`config.mk`:
```
export PLATFORM = sky130hd
export DESIGN_NAME = cirp_i2c_port
export DESIGN_NICKNAME = d
export VERILOG_FILES = /design/src/cirp_pkg.sv /design/src/cirp_i2c_port.sv
export SDC_FILE = /design/constraint.sdc
export NUM_CORES = 1
export LEC_CHECK = 0
export BUFFER_PORTS_ARGS = -buffer_cell sky130_fd_sc_hd__buf_2
export CAP_MARGIN = 25
export CORE_ASPECT_RATIO = 0.8
export CORE_MARGIN = 10
export CORE_UTILIZATION = 60
export CTS_BUF_LIST = sky130_fd_sc_hd__clkbuf_8
export CTS_CLUSTER_SIZE = 16
export DETAILED_ROUTE_END_ITERATION = 10
export PLACE_DENSITY = 0.8
export SYNTH_ARGS = -nofsm -noshare
export SYNTH_HDL_FRONTEND = slang
export SYNTH_SLANG_ARGS = --single-unit
export TNS_END_PERCENT = 1
```
`constraint.sdc`:
```
create_clock -name mclk -period 6.12 [get_ports mclk]
set_input_delay 0.306 -clock mclk [delete_from_list [all_inputs] [get_ports mclk]]
set_output_delay 0.306 -clock mclk [all_outputs]
set_load 0.01 [all_outputs]
```
`src/cirp_pkg.sv`:
```
package cirp_pkg;

   localparam logic [6:0] CIRP_TARGET_ADDR = 7'h4B;
   localparam int CIRP_NUM_REGS = 5;
   localparam int CIRP_NUM_CFG = 3;
   localparam logic [2:0] CIRP_CHARGE_VOLTAGE_CONFIG = 3'h0;
   localparam logic [2:0] CIRP_BALANCE_CURRENT_CONFIG = 3'h1;
   localparam logic [2:0] CIRP_TIMER_CONFIG = 3'h2;
   localparam logic [2:0] CIRP_CHARGE_STATUS = 3'h3;
   localparam logic [2:0] CIRP_FAULT_STATUS = 3'h4;
   localparam logic [7:0] CIRP_CHARGE_VOLTAGE_RST = 8'h38;
   localparam logic [7:0] CIRP_BALANCE_CURRENT_RST = 8'h8F;
   localparam logic [7:0] CIRP_TIMER_RST = 8'h95;
   // Timer register fields: watchdog kick bit and watchdog enable field
   localparam int CIRP_WD_KICK_BIT = 6;
   localparam int CIRP_WD_SEL_HI = 5;
   localparam int CIRP_WD_SEL_LO = 4;
   // Bit counter value once a whole byte has been clocked
   localparam logic [3:0] CIRP_BYTE_BITS = 4'h8;
   // Watchdog timing: a 1 ms tick and a 40 s limit
   localparam int CIRP_CLK_HZ = 200000000;
   localparam int CIRP_TICK_MS = 1;
   localparam int CIRP_TICK_CYCLES = CIRP_CLK_HZ / 1000 * CIRP_TICK_MS;
   localparam int CIRP_WD_TIME_S = 40;
   localparam int CIRP_WD_LIMIT_TICKS = CIRP_WD_TIME_S * 1000 / CIRP_TICK_MS;
   localparam int CIRP_PRE_W = 18;
   localparam int CIRP_MS_W = 16;

   typedef enum logic [3:0] {
      CIRP_IDLE,
      CIRP_ADDR,
      CIRP_ADDR_ACK,
      CIRP_REG,
      CIRP_REG_ACK,
      CIRP_WDATA,
      CIRP_WDATA_ACK,
      CIRP_RDATA,
      CIRP_RACK,
      CIRP_IGNORE
   } cirp_state_t;

   // Setting registers as seen by the charger core
   typedef struct packed {
      logic [7:0] chargeVoltageConfig;
      logic [7:0] balanceCurrentConfig;
      logic [7:0] timerConfig;
   } cirp_cfg_t;

   // Whole state of the port
   typedef struct packed {
      logic sclS1;
      logic sclS2;
      logic sclPrev;
      logic sdaS1;
      logic sdaS2;
      logic sdaPrev;
      cirp_state_t fsm;
      logic [3:0] bitCnt;
      logic [7:0] rxShift;
      logic [7:0] txShift;
      logic readDir;
      logic [2:0] regPtr;
      logic sdaOeN;
      logic busy;
      cirp_cfg_t cfg;
      logic [CIRP_PRE_W-1:0] wdPre;
      logic [CIRP_MS_W-1:0] wdTicks;
   } cirp_regs_t;

endpackage : cirp_pkg

```
`src/cirp_i2c_port.sv`:
```
module cirp_i2c_port
   import cirp_pkg::*;
#(
   parameter int WD_TICK_CYCLES = CIRP_TICK_CYCLES,
   parameter int WD_LIMIT_TICKS = CIRP_WD_LIMIT_TICKS
)
(
   input wire logic mclk,
   input wire logic resetn,
   input wire logic sclIn,
   input wire logic sdaIn,
   output logic sdaOut,
   output logic sdaOeN,
   input wire logic hostMode,
   input wire logic [7:0] chargeStatus,
   input wire logic [7:0] faultStatus,
   output cirp_cfg_t cfg,
   output logic busBusy
);

   localparam logic [CIRP_PRE_W-1:0] PRE_LAST = CIRP_PRE_W'(WD_TICK_CYCLES - 1);
   localparam logic [CIRP_MS_W-1:0] TICKS_LAST = CIRP_MS_W'(WD_LIMIT_TICKS - 1);

   cirp_regs_t r_reg;
   cirp_regs_t r_next;

   logic sclRise;
   logic sclFall;
   logic startSeen;
   logic stopSeen;
   logic wdEnabled;
   logic wdExpire;

   // Register read decode; status registers come straight from the core
   function automatic logic [7:0] regRead(input logic [2:0] ptr, input cirp_cfg_t c,
                                          input logic [7:0] chg, input logic [7:0] flt);
      logic [7:0] v;
      v = 8'h00;
      unique case (ptr)
         CIRP_CHARGE_VOLTAGE_CONFIG: v = c.chargeVoltageConfig;
         CIRP_BALANCE_CURRENT_CONFIG: v = c.balanceCurrentConfig;
         CIRP_TIMER_CONFIG: v = c.timerConfig;
         CIRP_CHARGE_STATUS: v = chg;
         CIRP_FAULT_STATUS: v = flt;
         default: v = 8'h00;
      endcase
      return v;
   endfunction : regRead

   // Reset pattern of the setting registers
   function automatic cirp_cfg_t cfgDefault();
      cirp_cfg_t c;
      c.chargeVoltageConfig = CIRP_CHARGE_VOLTAGE_RST;
      c.balanceCurrentConfig = CIRP_BALANCE_CURRENT_RST;
      c.timerConfig = CIRP_TIMER_RST;
      return c;
   endfunction : cfgDefault

   // Edges on the synchronised lines; the first stage is never looked at
   assign sclRise = r_reg.sclS2 & ~r_reg.sclPrev;
   assign sclFall = ~r_reg.sclS2 & r_reg.sclPrev;
   assign startSeen = r_reg.sclS2 & r_reg.sclPrev & r_reg.sdaPrev & ~r_reg.sdaS2;
   assign stopSeen = r_reg.sclS2 & r_reg.sclPrev & ~r_reg.sdaPrev & r_reg.sdaS2;
   assign wdEnabled = hostMode &
      (r_reg.cfg.timerConfig[CIRP_WD_SEL_HI:CIRP_WD_SEL_LO] != 2'b00);
   assign wdExpire = wdEnabled && r_reg.wdPre == PRE_LAST && r_reg.wdTicks == TICKS_LAST;

   // Next-state logic of the whole port
   always_comb
   begin
      r_next = r_reg;
      // Oversampling at 200 MHz keeps many samples per bit even at 400 kbit/s
      r_next.sclS1 = sclIn;
      r_next.sclS2 = r_reg.sclS1;
      r_next.sclPrev = r_reg.sclS2;
      r_next.sdaS1 = sdaIn;
      r_next.sdaS2 = r_reg.sdaS1;
      r_next.sdaPrev = r_reg.sdaS2;

      // Sample on the rising edge, while the controller holds SDA steady
      if (sclRise)
      begin
         r_next.rxShift = {r_reg.rxShift[6:0], r_reg.sdaS2};
         if (r_reg.bitCnt != CIRP_BYTE_BITS)
         begin
            r_next.bitCnt = r_reg.bitCnt + 4'h1;
         end
      end

      // All driving changes happen on the falling edge, so SDA moves only while SCL is low
      if (sclFall)
      begin
         unique case (r_reg.fsm)
            CIRP_IDLE, CIRP_IGNORE:
            begin
               r_next.sdaOeN = 1'b1;
            end
            CIRP_ADDR:
            begin
               if (r_reg.bitCnt == CIRP_BYTE_BITS)
               begin
                  r_next.bitCnt = 4'h0;
                  if (r_reg.rxShift[7:1] == CIRP_TARGET_ADDR)
                  begin
                     r_next.readDir = r_reg.rxShift[0];
                     r_next.sdaOeN = 1'b0;
                     r_next.fsm = CIRP_ADDR_ACK;
                  end
                  else
                  begin
                     r_next.fsm = CIRP_IGNORE;
                  end
               end
            end
            CIRP_ADDR_ACK:
            begin
               r_next.bitCnt = 4'h0;
               if (r_reg.readDir)
               begin
                  // First data bit goes out right after the acknowledge clock
                  r_next.txShift = regRead(r_reg.regPtr, r_reg.cfg, chargeStatus, faultStatus);
                  // MSB of the loaded byte decides whether the line is pulled low
                  r_next.sdaOeN = r_next.txShift[7];
                  r_next.fsm = CIRP_RDATA;
               end
               else
               begin
                  r_next.sdaOeN = 1'b1;
                  r_next.fsm = CIRP_REG;
               end
            end
            CIRP_REG:
            begin
               if (r_reg.bitCnt == CIRP_BYTE_BITS)
               begin
                  r_next.bitCnt = 4'h0;
                  if (r_reg.rxShift < 8'(CIRP_NUM_REGS))
                  begin
                     r_next.regPtr = r_reg.rxShift[2:0];
                     r_next.sdaOeN = 1'b0;
                     r_next.fsm = CIRP_REG_ACK;
                  end
                  else
                  begin
                     r_next.fsm = CIRP_IDLE;
                  end
               end
            end
            CIRP_REG_ACK:
            begin
               r_next.bitCnt = 4'h0;
               r_next.sdaOeN = 1'b1;
               r_next.fsm = CIRP_WDATA;
            end
            CIRP_WDATA:
            begin
               if (r_reg.bitCnt == CIRP_BYTE_BITS)
               begin
                  r_next.bitCnt = 4'h0;
                  r_next.txShift = r_reg.rxShift; // Byte held until its acknowledge ends
                  r_next.sdaOeN = 1'b0;
                  r_next.fsm = CIRP_WDATA_ACK;
               end
            end
            CIRP_WDATA_ACK:
            begin
               r_next.sdaOeN = 1'b1;
               r_next.fsm = CIRP_IGNORE;
               // Commit only now that the acknowledge has been given
               unique case (r_reg.regPtr)
                  CIRP_CHARGE_VOLTAGE_CONFIG:
                     r_next.cfg.chargeVoltageConfig = r_reg.txShift;
                  CIRP_BALANCE_CURRENT_CONFIG:
                     r_next.cfg.balanceCurrentConfig = r_reg.txShift;
                  CIRP_TIMER_CONFIG:
                  begin
                     // Kick bit acts once and reads back as zero
                     r_next.cfg.timerConfig = r_reg.txShift;
                     r_next.cfg.timerConfig[CIRP_WD_KICK_BIT] = 1'b0;
                  end
                  default:
                  begin
                     r_next.cfg = r_reg.cfg;
                  end
               endcase
            end
            CIRP_RDATA:
            begin
               if (r_reg.bitCnt == CIRP_BYTE_BITS)
               begin
                  r_next.bitCnt = 4'h0;
                  r_next.sdaOeN = 1'b1;
                  r_next.fsm = CIRP_RACK;
               end
               else
               begin
                  r_next.txShift = {r_reg.txShift[6:0], 1'b0};
                  r_next.sdaOeN = r_reg.txShift[6];
               end
            end
            CIRP_RACK:
            begin
               // Single byte only: an ACK from the controller still ends the read
               r_next.sdaOeN = 1'b1;
               r_next.fsm = CIRP_IGNORE;
            end
            default:
            begin
               r_next.sdaOeN = 1'b1;
               r_next.fsm = CIRP_IDLE;
            end
         endcase
      end

      // Start or repeated start wins over any byte in progress
      if (startSeen)
      begin
         r_next.busy = 1'b1;
         r_next.fsm = CIRP_ADDR;
         r_next.bitCnt = 4'h0;
         r_next.sdaOeN = 1'b1;
      end
      else if (stopSeen)
      begin
         r_next.busy = 1'b0;
         r_next.fsm = CIRP_IDLE;
         r_next.bitCnt = 4'h0;
         r_next.sdaOeN = 1'b1;
      end

      // Watchdog: serviced by any addressed transfer or by the kick bit
      if (!wdEnabled || r_reg.fsm == CIRP_ADDR_ACK ||
          (r_reg.fsm == CIRP_WDATA_ACK && sclFall && r_reg.regPtr == CIRP_TIMER_CONFIG &&
           r_reg.txShift[CIRP_WD_KICK_BIT]))
      begin
         r_next.wdPre = '0;
         r_next.wdTicks = '0;
      end
      else if (wdExpire)
      begin
         r_next.wdPre = '0;
         r_next.wdTicks = '0;
         r_next.cfg = cfgDefault();
      end
      else if (r_reg.wdPre == PRE_LAST)
      begin
         r_next.wdPre = '0;
         r_next.wdTicks = r_reg.wdTicks + CIRP_MS_W'(1);
      end
      else
      begin
         r_next.wdPre = r_reg.wdPre + CIRP_PRE_W'(1);
      end
   end

   // State register; lines reset to their released, idle-high level
   always_ff @(posedge mclk or negedge resetn)
   begin
      if (!resetn)
      begin
         r_reg.sclS1 <= 1'b1;
         r_reg.sclS2 <= 1'b1;
         r_reg.sclPrev <= 1'b1;
         r_reg.sdaS1 <= 1'b1;
         r_reg.sdaS2 <= 1'b1;
         r_reg.sdaPrev <= 1'b1;
         r_reg.fsm <= CIRP_IDLE;
         r_reg.bitCnt <= 4'h0;
         r_reg.rxShift <= 8'h00;
         r_reg.txShift <= 8'h00;
         r_reg.readDir <= 1'b0;
         r_reg.regPtr <= 3'h0;
         r_reg.sdaOeN <= 1'b1;
         r_reg.busy <= 1'b0;
         r_reg.cfg.chargeVoltageConfig <= CIRP_CHARGE_VOLTAGE_RST;
         r_reg.cfg.balanceCurrentConfig <= CIRP_BALANCE_CURRENT_RST;
         r_reg.cfg.timerConfig <= CIRP_TIMER_RST;
         r_reg.wdPre <= '0;
         r_reg.wdTicks <= '0;
      end
      else
      begin
         r_reg <= r_next;
      end
   end

   // Open drain: only ever pull low, never drive high
   assign sdaOut = 1'b0;
   assign sdaOeN = r_reg.sdaOeN;
   assign cfg = r_reg.cfg;
   assign busBusy = r_reg.busy;

endmodule : cirp_i2c_port

```
After elaboration in Yosys (flattened, before gate mapping)
Index checks and enable logic that the tools add are counted.
{"block": "word_totals", "register_bits": 94, "input_bits": 21}
{"block": "op_classes", "n_addsub": 3, "n_lt_le_gt_ge": 1, "n_eq_ne": 28, "muxes": 41, "bitwise": 12, "reduce_logical": 23}
{"op": "8-bit 2-to-1 mux", "count": 13}
{"op": "24-bit 2-to-1 mux", "count": 4}
{"op": "34-bit 2-to-1 mux", "count": 2}
{"op": "8-bit one-hot mux with 5 select lines", "count": 1}
{"op": "4-bit one-hot mux with 8 select lines", "count": 1}
{"op": "4-bit != test, second input constant", "count": 7}
{"op": "8-bit one-hot mux with 3 select lines", "count": 1}
{"op": "4-bit one-hot mux with 5 select lines", "count": 1}
{"op": "18-bit by 1-bit adder with 18-bit output, second input constant", "count": 1}
{"op": "18-bit equality test, second input constant", "count": 1}
{"op": "18-bit 2-to-1 mux", "count": 1}
{"op": "16-bit by 1-bit adder with 16-bit output, second input constant", "count": 1}
{"op": "16-bit equality test, second input constant", "count": 1}
{"op": "4-bit by 3-bit equality test with 1-bit output, second input constant", "count": 4}
{"op": "16-bit 2-to-1 mux", "count": 1}
{"op": "4-bit equality test, second input constant", "count": 3}
{"op": "12-bit 2-to-1 mux", "count": 1}
{"op": "6-bit AND reduction", "count": 2}
{"op": "3-bit nonzero test", "count": 3}
{"op": "1-bit bitwise AND", "count": 8}
{"op": "4-bit by 2-bit equality test with 1-bit output, second input constant", "count": 2}
{"op": "8-bit by 3-bit < comparator with 1-bit output, second input constant", "count": 1}
{"op": "1-bit 2-to-1 mux", "count": 8}
{"op": "4-bit 2-to-1 mux", "count": 2}
{"op": "21 further kinds", "count": 38}

Logic depth before layout (Yosys ltp)
Gate-level depths: netlist (run 1).
{"block": "depth", "ltp_word": 8, "depth_mapped": 9, "mapped_depth_nobuf": 7}

Worst setup path before layout (run 1)
No wires, ideal clock.
{"block": "synth_timing", "kind": "flip-flop to flip-flop", "startpoint": "reg r_reg[91] (netlist bit)", "endpoint": "reg r_reg[25] (netlist bit)", "t_arrival_ps": 2245, "slack_ps": 3756, "stages_incl_launch_ff": 9, "path_buffers": 3, "cell_sequence": "dfstp_2 -> or3b_1 -> or4_1 -> buf_6 -> o21ai_4 -> nand2b_1 -> buf_6 -> buf_6 -> nor2_1"}
{"element": "from (decl)", "line_no": "cirp_i2c_port.sv:24", "text": "cirp_regs_t r_reg;"}
{"element": "from (signal assigned)", "line_no": "cirp_i2c_port.sv:283", "text": "r_reg <= r_next;"}

==> results.py, run 1 <==
metrics = {
    "setup_path": {
        "critical_path_buf_inv_count": 0,
        "cp.arrival_ns": 3.57,
        "critical_path_class": "reg2reg",
        "cp_top_family": "simple AND/OR/NAND/NOR gates",
        "worstPathRequired_ns": 6.36,
        "critPathLaunchType": "register",
        "crit_fanout": 22,
        "crit_path_end_kind": "register",
        "crit_chain": "nand2_1 > or4_1 > o21ai_4 > nand2b_1 > nor2_1",
        "cpMaxStageDelayCell": "or4_1",
        "slowest_delay_ns": 0.86,
    },
    "logic_synthesis": {
        "synth_nets": 568,
        "seq_area_frac_synth": 0.4531,
        "synthTopCellsByArea": "dfrtp_1 (36%), dfstp_2 (9.5%), mux2i_1 (5.9%), mux2_2 (4.5%), nand2_1 (3.9%)",
        "synth-async-reset-ratio": 1.000,
        "syn_inst": 543,
        "synth_edf_count": 0,
        "synth.top_cell.area_share": 0.3579,
        "avgSynthCellArea_sq_um": 9.657,
        "synth.largest_area_cell": "dfrtp_1",
        "netlist_area_sq_mm": 0.005244,
        "ys.flop_type": "dfrtp_1",
        "yosys.cell_types.count": 54,
        "yosysWarningCount": 0,
        "synth_seq_cells": 94,
    },
    "placement": {
        "portBuffers": 46,
        "gp_congestion": 0.9308,
        "place_area_sq_mm": 0.005321,
        "post-place-cells": 652,
        "dp.final_hpwl_microns": 8209,
        "pre_cts_slack_ns": 2.795,
    },
    "sta": {
        "tightest_slew_ns": 1.008,
        "setup_viol": 0,
        "hold_viol": 0,
        "relSlewSlack": 0.3269,
        "fmax_mhz": 299.8,
        "final.min_clock_period_ns": 3.335,
        "worst_slack_ns": 2.785,
        "finalMaxSlewViolations": 0,
        "holdWs_ns": 0.02004,
        "rsz0062_at_grt": "no",
        "fin_tns_setup_ns": 0,
        "fin_crit_sh": 0.5449,
        "skew_ns": 0.01101,
    },
    "pwr": {
        "p_int_w": 0.0009551,
        "p_comb_frac": 0.100,
        "p_leak_nw": 2.326,
        "switchingPower_w": 0.0003294,
        "power_density_mw_per_mm2": 231.5,
        "switching_share": 0.2564,
        "clock_power_share": 0.355,
        "worst_ir_drop_vdd_uv": 158.0,
        "seqPwrFrac": 0.545,
    },
    "clock_network": {
        "post_cts_resized": 0,
        "clock-sinks": 94,
        "post_cts.repair.setup_buffers": 0,
        "htreeDepth": 3,
        "cts_buffers": 9,
        "clockRootBuffer": "clkbuf_8",
        "clk_pin_slew_worst_paths_ns": 0.09,
        "cts_tree": "yes",
        "clk_latency_ns": 0.37,
        "clockBufferDepth": 2,
        "cts_hold_buf": 1,
    },
    "global_route": {
        "grt_util_all_layers": 0.1824,
        "grt_pass1_wl_microns": 20090,
        "grt_max_degree": 58,
        "grt_pass1_vias": 4113,
        "antenna_found_initial": 0,
        "globalRouteOverflowTotal": 0,
    },
    "drt": {
        "drtAntennaViolNets": 0,
        "drcViolationCount": 0,
        "routedWlPerCell_microns": 17.54,
        "firstDrtPassIters": 5,
        "routed_wl_microns": 11730,
        "first_iter_violations": 387,
        "routed_via_density": 6.236,
        "vias": 4172,
    },
    "final_layout": {
        "drive_gt1_frac": 0.1921,
        "fin_nets": 577,
        "fin_area_sq_mm": 0.005549,
        "largest_register_ffs": 64,
        "area_growth_syn_to_layout_pct": 5.822,
        "instances_no_fill": 669,
        "antenna_cells": 0,
    },
    "floorplan": {
        "dieArea_sq_mm": 0.01290,
        "initial_utilization": 0.6181,
        "core_sq_mm": 0.008483,
        "io_pins": 48,
        "die_w_microns": 124.5,
        "die_y_microns": 103.6,
        "std_cell_rows": 30,
    },
    "job": {
        "maxCapViolations": 0,
    },
    "min_path": {
        "hold_path_class": "in2reg",
    },
    "outcome": {
        "status": "finished clean",
    },
}
[worst paths after layout]
check,end,slack [ns],from,depth (start not counted)
setup / recovery,r_reg[29],2.78,r_reg[85],5
hold / removal,r_next[92],0.02,sclIn,1
setup reg to reg,r_reg[29],2.78,r_reg[85],5
hold reg to reg,r_next[88],0.36,r_next[89],0
max in group asynchronous,r_reg[10],4.63,resetn,3
min in group asynchronous,cfg[23],0.43,resetn,2
[power by group through the flow]
stage                     combinational [W]  sequential, W  clock [W]
final                              0.000129       0.000700   0.000456
after global routing               0.000149       0.000708   0.000487
after floorplan                   0.0000930       0.000697          0
after detailed placement           0.000130       0.000712          0
after global placement             0.000123       0.000708          0
after CTS                          0.000131       0.000700   0.000461
[metal layers]
layer	vias to the layer above	wire [microns]	track usage
met5	-	0	0
met4	0	219	0.06229
met3	20	750	0.04585
met2	149	5539	0.2852
met1	2075	5223	0.2401
li1	1928	-	-
[stage by stage]
| step | utilization | total power, W |
|---|---|---|
| 2_1_floorplan | - | 0.0007903 |
| 3_5_place_dp | 0.6273 | 0.0008415 |
| 3_3_place_gp | 0.6273 | 0.0008316 |
| 4_1_cts | 0.6541 | 0.001291 |
| 5_1_grt | 0.6541 | 0.001343 |
| 6_report | 0.6541 | 0.001284 |
[final cells by class]
type                       instances  area (sq um)
timing repair buffer              50         265.3
tap                              112         140.1
inverter                          10         37.54
sequential                        94          2376
multi-input combinational        387          2512
fill                             666          2934
clock inverter                     6         80.08
clock buffer                      10         137.6
[synthesized netlist by cell type, drive strengths merged, types with 9 or more instances]
| cell | instances |
|---|---|
| nand3 | 34 |
| dfrtp | 75 |
| clkbuf | 19 |
| and3 | 10 |
| nand2 | 55 |
| xor2 | 9 |
| inv | 10 |
| o21ai | 16 |
| mux2i | 31 |
| nor2 | 53 |
| xnor2 | 17 |
| dfstp | 19 |
| nor3 | 11 |
| buf | 33 |
| nand4 | 11 |
| nor2b | 9 |
| a21oi | 27 |
| or4 | 9 |
| mux2 | 21 |
[cell usage in the layout, fill, tap and decap left out, types with 5 or more instances in the layout]
cell	synthesis	routed
a2bb2oi_1	5	5
inv_1	10	13
nor4b_1	5	5
nor2_1	53	53
dfrtp_1	75	75
a211oi_1	6	6
nand3_1	34	34
mux2_2	21	21
xor2_1	9	9
clkbuf_8	0	10
and3_1	10	10
nor3_1	10	10
a21oi_1	27	27
nor2b_1	9	9
or4_1	9	9
xnor2_1	17	17
mux2i_1	31	31
o221ai_1	5	5
o21ai_0	15	15
nor4_1	5	5
nand4_1	11	11
buf_2	2	45
dfstp_2	19	19
nand2_1	55	55
[logic make-up (layout without fill, tap and decap cells)]
logic type | after synthesis | in the layout | share of synthesized area
multiplexers | 54 | 54 | 0.1129
AO/OA/AOI/OAI | 78 | 78 | 0.09736
adder cells (fa/ha/maj) | 4 | 4 | 0.009545
AND/OR/NAND/NOR | 224 | 224 | 0.2152
XOR/XNOR | 26 | 26 | 0.04343
flip-flops | 94 | 94 | 0.4531
other | 1 | 1 | 0.0007151
buffers and inverters | 62 | 76 | 0.06777
Note: power is estimated with default switching activity, not from simulation.
==> run 2: changes to the inputs <==
Settings changed: ABC_AREA set to 1.
Clock period 6.12 ns to 3.4 ns, I/O delays scaled along.
==> run 2 against run 1 <==
- clock skew grew 0.0032 ns
- register-to-register slack got worse by 1.7 ns
- final area grew 8.8%
- largest power group unchanged
- global-route usage up 1.7 points
- highest routed layer unchanged
- count of clock-buffer cells in the layout grew 1
- critical path type unchanged
==> results.py, run 2 <==
metrics = {
    "outcome": {
        "status": "finished clean",
    },
    "floorplan": {
        "dieArea_sq_mm": 0.01370,
        "initial_utilization": 0.6184,
        "die_w_microns": 128.4,
        "die_y_microns": 106.7,
        "io_pins": 48,
        "core_sq_mm": 0.009115,
        "std_cell_rows": 31,
    },
    "global_route": {
        "grt_pass1_wl_microns": 22490,
        "globalRouteOverflowTotal": 0,
        "grt_util_all_layers": 0.1991,
        "grt_pass1_vias": 4568,
        "grt_max_degree": 37,
        "antenna_found_initial": 0,
    },
    "setup_path": {
        "worstPathRequired_ns": 3.70,
        "critPathLaunchType": "register",
        "r2r_slack_ns": 1.10,
        "rr_worst_depth": 8,
        "crit_fanout": 16,
        "crit_path_end_kind": "register",
        "critical_path_class": "reg2reg",
        "cp.arrival_ns": 2.60,
    },
    "placement": {
        "post-place-cells": 897,
        "gp_congestion": 0.9462,
        "portBuffers": 46,
        "dp.final_hpwl_microns": 10200,
        "place_area_sq_mm": 0.005757,
    },
    "sta": {
        "fin_tns_setup_ns": 0,
        "setup_viol": 0,
        "fin_crit_sh": 0.6773,
        "rsz0062_at_grt": "no",
        "fmax_mhz": 434.3,
        "relSlewSlack": 0.5806,
        "skew_ns": 0.01420,
        "finalMaxSlewViolations": 0,
        "tightest_slew_ns": 0.6267,
        "final.min_clock_period_ns": 2.303,
        "hold_viol": 0,
    },
    "final_layout": {
        "drive_gt1_frac": 0.1461,
        "fin_area_sq_mm": 0.006036,
        "mostFrequentLayoutCells": "nand2_1 (212), nor2_1 (100), inv_1 (88), dfrtp_1 (75), nand3_1 (62)",
        "utilization": 0.6622,
        "largest_register_ffs": 64,
        "final_common_cell": "nand2_1",
        "instances_no_fill": 916,
        "antenna_cells": 0,
        "fin_nets": 821,
        "area_growth_syn_to_layout_pct": 7.081,
    },
    "clock_network": {
        "htreeDepth": 3,
        "cts_buffers": 9,
        "clock-sinks": 94,
        "post_cts_resized": 0,
        "clk_pin_slew_worst_paths_ns": 0.08,
        "clockRootBuffer": "clkbuf_8",
        "cts_hold_buf": 3,
        "cts_tree": "yes",
        "clk_latency_ns": 0.37,
        "post_cts.repair.setup_buffers": 0,
        "clockBufferDepth": 2,
    },
    "min_path": {
        "hold_path_class": "in2async",
    },
    "logic_synthesis": {
        "netlist_area_sq_mm": 0.005637,
        "synth-async-reset-ratio": 1.000,
        "synthTopCellsByArea": "dfrtp_1 (33%), nand2_1 (14%), dfstp_2 (8.9%), nor2_1 (6.7%), inv_1 (5.7%)",
        "synth_nets": 799,
        "synth_edf_count": 0,
        "yosysWarningCount": 0,
        "yosysMostFrequentCell": "nand2_1",
        "synth.top_cell.area_share": 0.3330,
        "synth.largest_area_cell": "dfrtp_1",
        "synthTopCellsByCount": "nand2_1 (212), nor2_1 (100), inv_1 (86)",
        "avgSynthCellArea_sq_um": 7.283,
        "ys.flop_type": "dfrtp_1",
        "synth_seq_cells": 94,
        "syn_inst": 774,
        "seq_area_frac_synth": 0.4215,
        "yosys.cell_types.count": 39,
    },
    "drt": {
        "firstDrtPassIters": 6,
        "drcViolationCount": 0,
        "routedWlPerCell_microns": 14.84,
        "routed_via_density": 5.540,
        "drtAntennaViolNets": 0,
        "routed_wl_microns": 13590,
        "first_iter_violations": 628,
        "vias": 5075,
    },
    "job": {
        "maxCapViolations": 0,
    },
    "pwr": {
        "worst_ir_drop_vdd_uv": 304.7,
        "finalPower_w": 0.002443,
        "power_density_mw_per_mm2": 404.7,
        "p_leak_nw": 3.088,
    },
}
## run 2: changes by cell type in the layout (fill, tap and decap cells not counted), moves of 31 or more
cell / delta
nand2_1: +157
inv_1: +75
nor2_1: +47
mux2i_1: -31
o21ai_0: +31
## run 2: worst paths after layout
path                                    to            from
worst max-delay path               cfg[17]       r_reg[61]
max in group asynchronous           cfg[7]          resetn
worst min-delay path             r_reg[82]          resetn
worst min register to register  r_next[88]      r_next[89]
worst max register to register     cfg[17]       r_reg[61]
min in group mclk                r_reg[65]  faultStatus[1]
## run 2: kinds of logic after synthesis
logic type	synth area share
adders and majority gates	0.008879
AOI/OAI and AO/OA	0.06082
buffers and inverters	0.1145
DFF	0.4215
other	0.0006653
and+or+nand+nor	0.3672
xor gates and xnor gates	0.02642
## run 2: area by class of cell
| type | count | area [sq um] |
|---|---|---|
| fill | 795 | 3079 |
| multi-input combinational | 545 | 2615 |
| clock buffer | 11 | 151.4 |
| sequential | 94 | 2376 |
| inverter | 91 | 344.1 |
| tap | 115 | 143.9 |
| clock inverter | 5 | 97.59 |
| timing repair buffer | 55 | 307.8 |
## run 2: metrics by stage
step / hold WS, ns / worst slack (ns)
global placement: 0.1078 / 1.287
global route: 0.2578 / 0.9221
floorplan: -0.1256 / 1.731
CTS: 0.2380 / 1.128
finish: 0.2479 / 1.097
detailed placement: 0.1095 / 1.150
## run 2: power by group
group / leakage [nW] / internal, W / switching [W]
Combinational: 1.83 / 0.000102 / 0.000199
Sequential: 1.13 / 0.00118 / 0.0000512
Clock: 0.132 / 0.000524 / 0.000381
## run 2: worst max-delay path: stages (launching register included)
cell and delay (ns):
dfrtp_1 0.50, inv_1 0.13, nor3_4 0.44, nand3_4 0.28, nor2_4 0.18, nor2_4 0.11
nand2_2 0.26, inv_2 0.19, nor2_2 0.13
## run 2: routing by layer
layer  track usage  up-vias  part of all wire
met3       0.04825       23             0.092
met2        0.2970      253              0.43
met4       0.06180        0             0.015
met5             0        -                 0
met1        0.2787     2308              0.46
li1              -     2491                 -
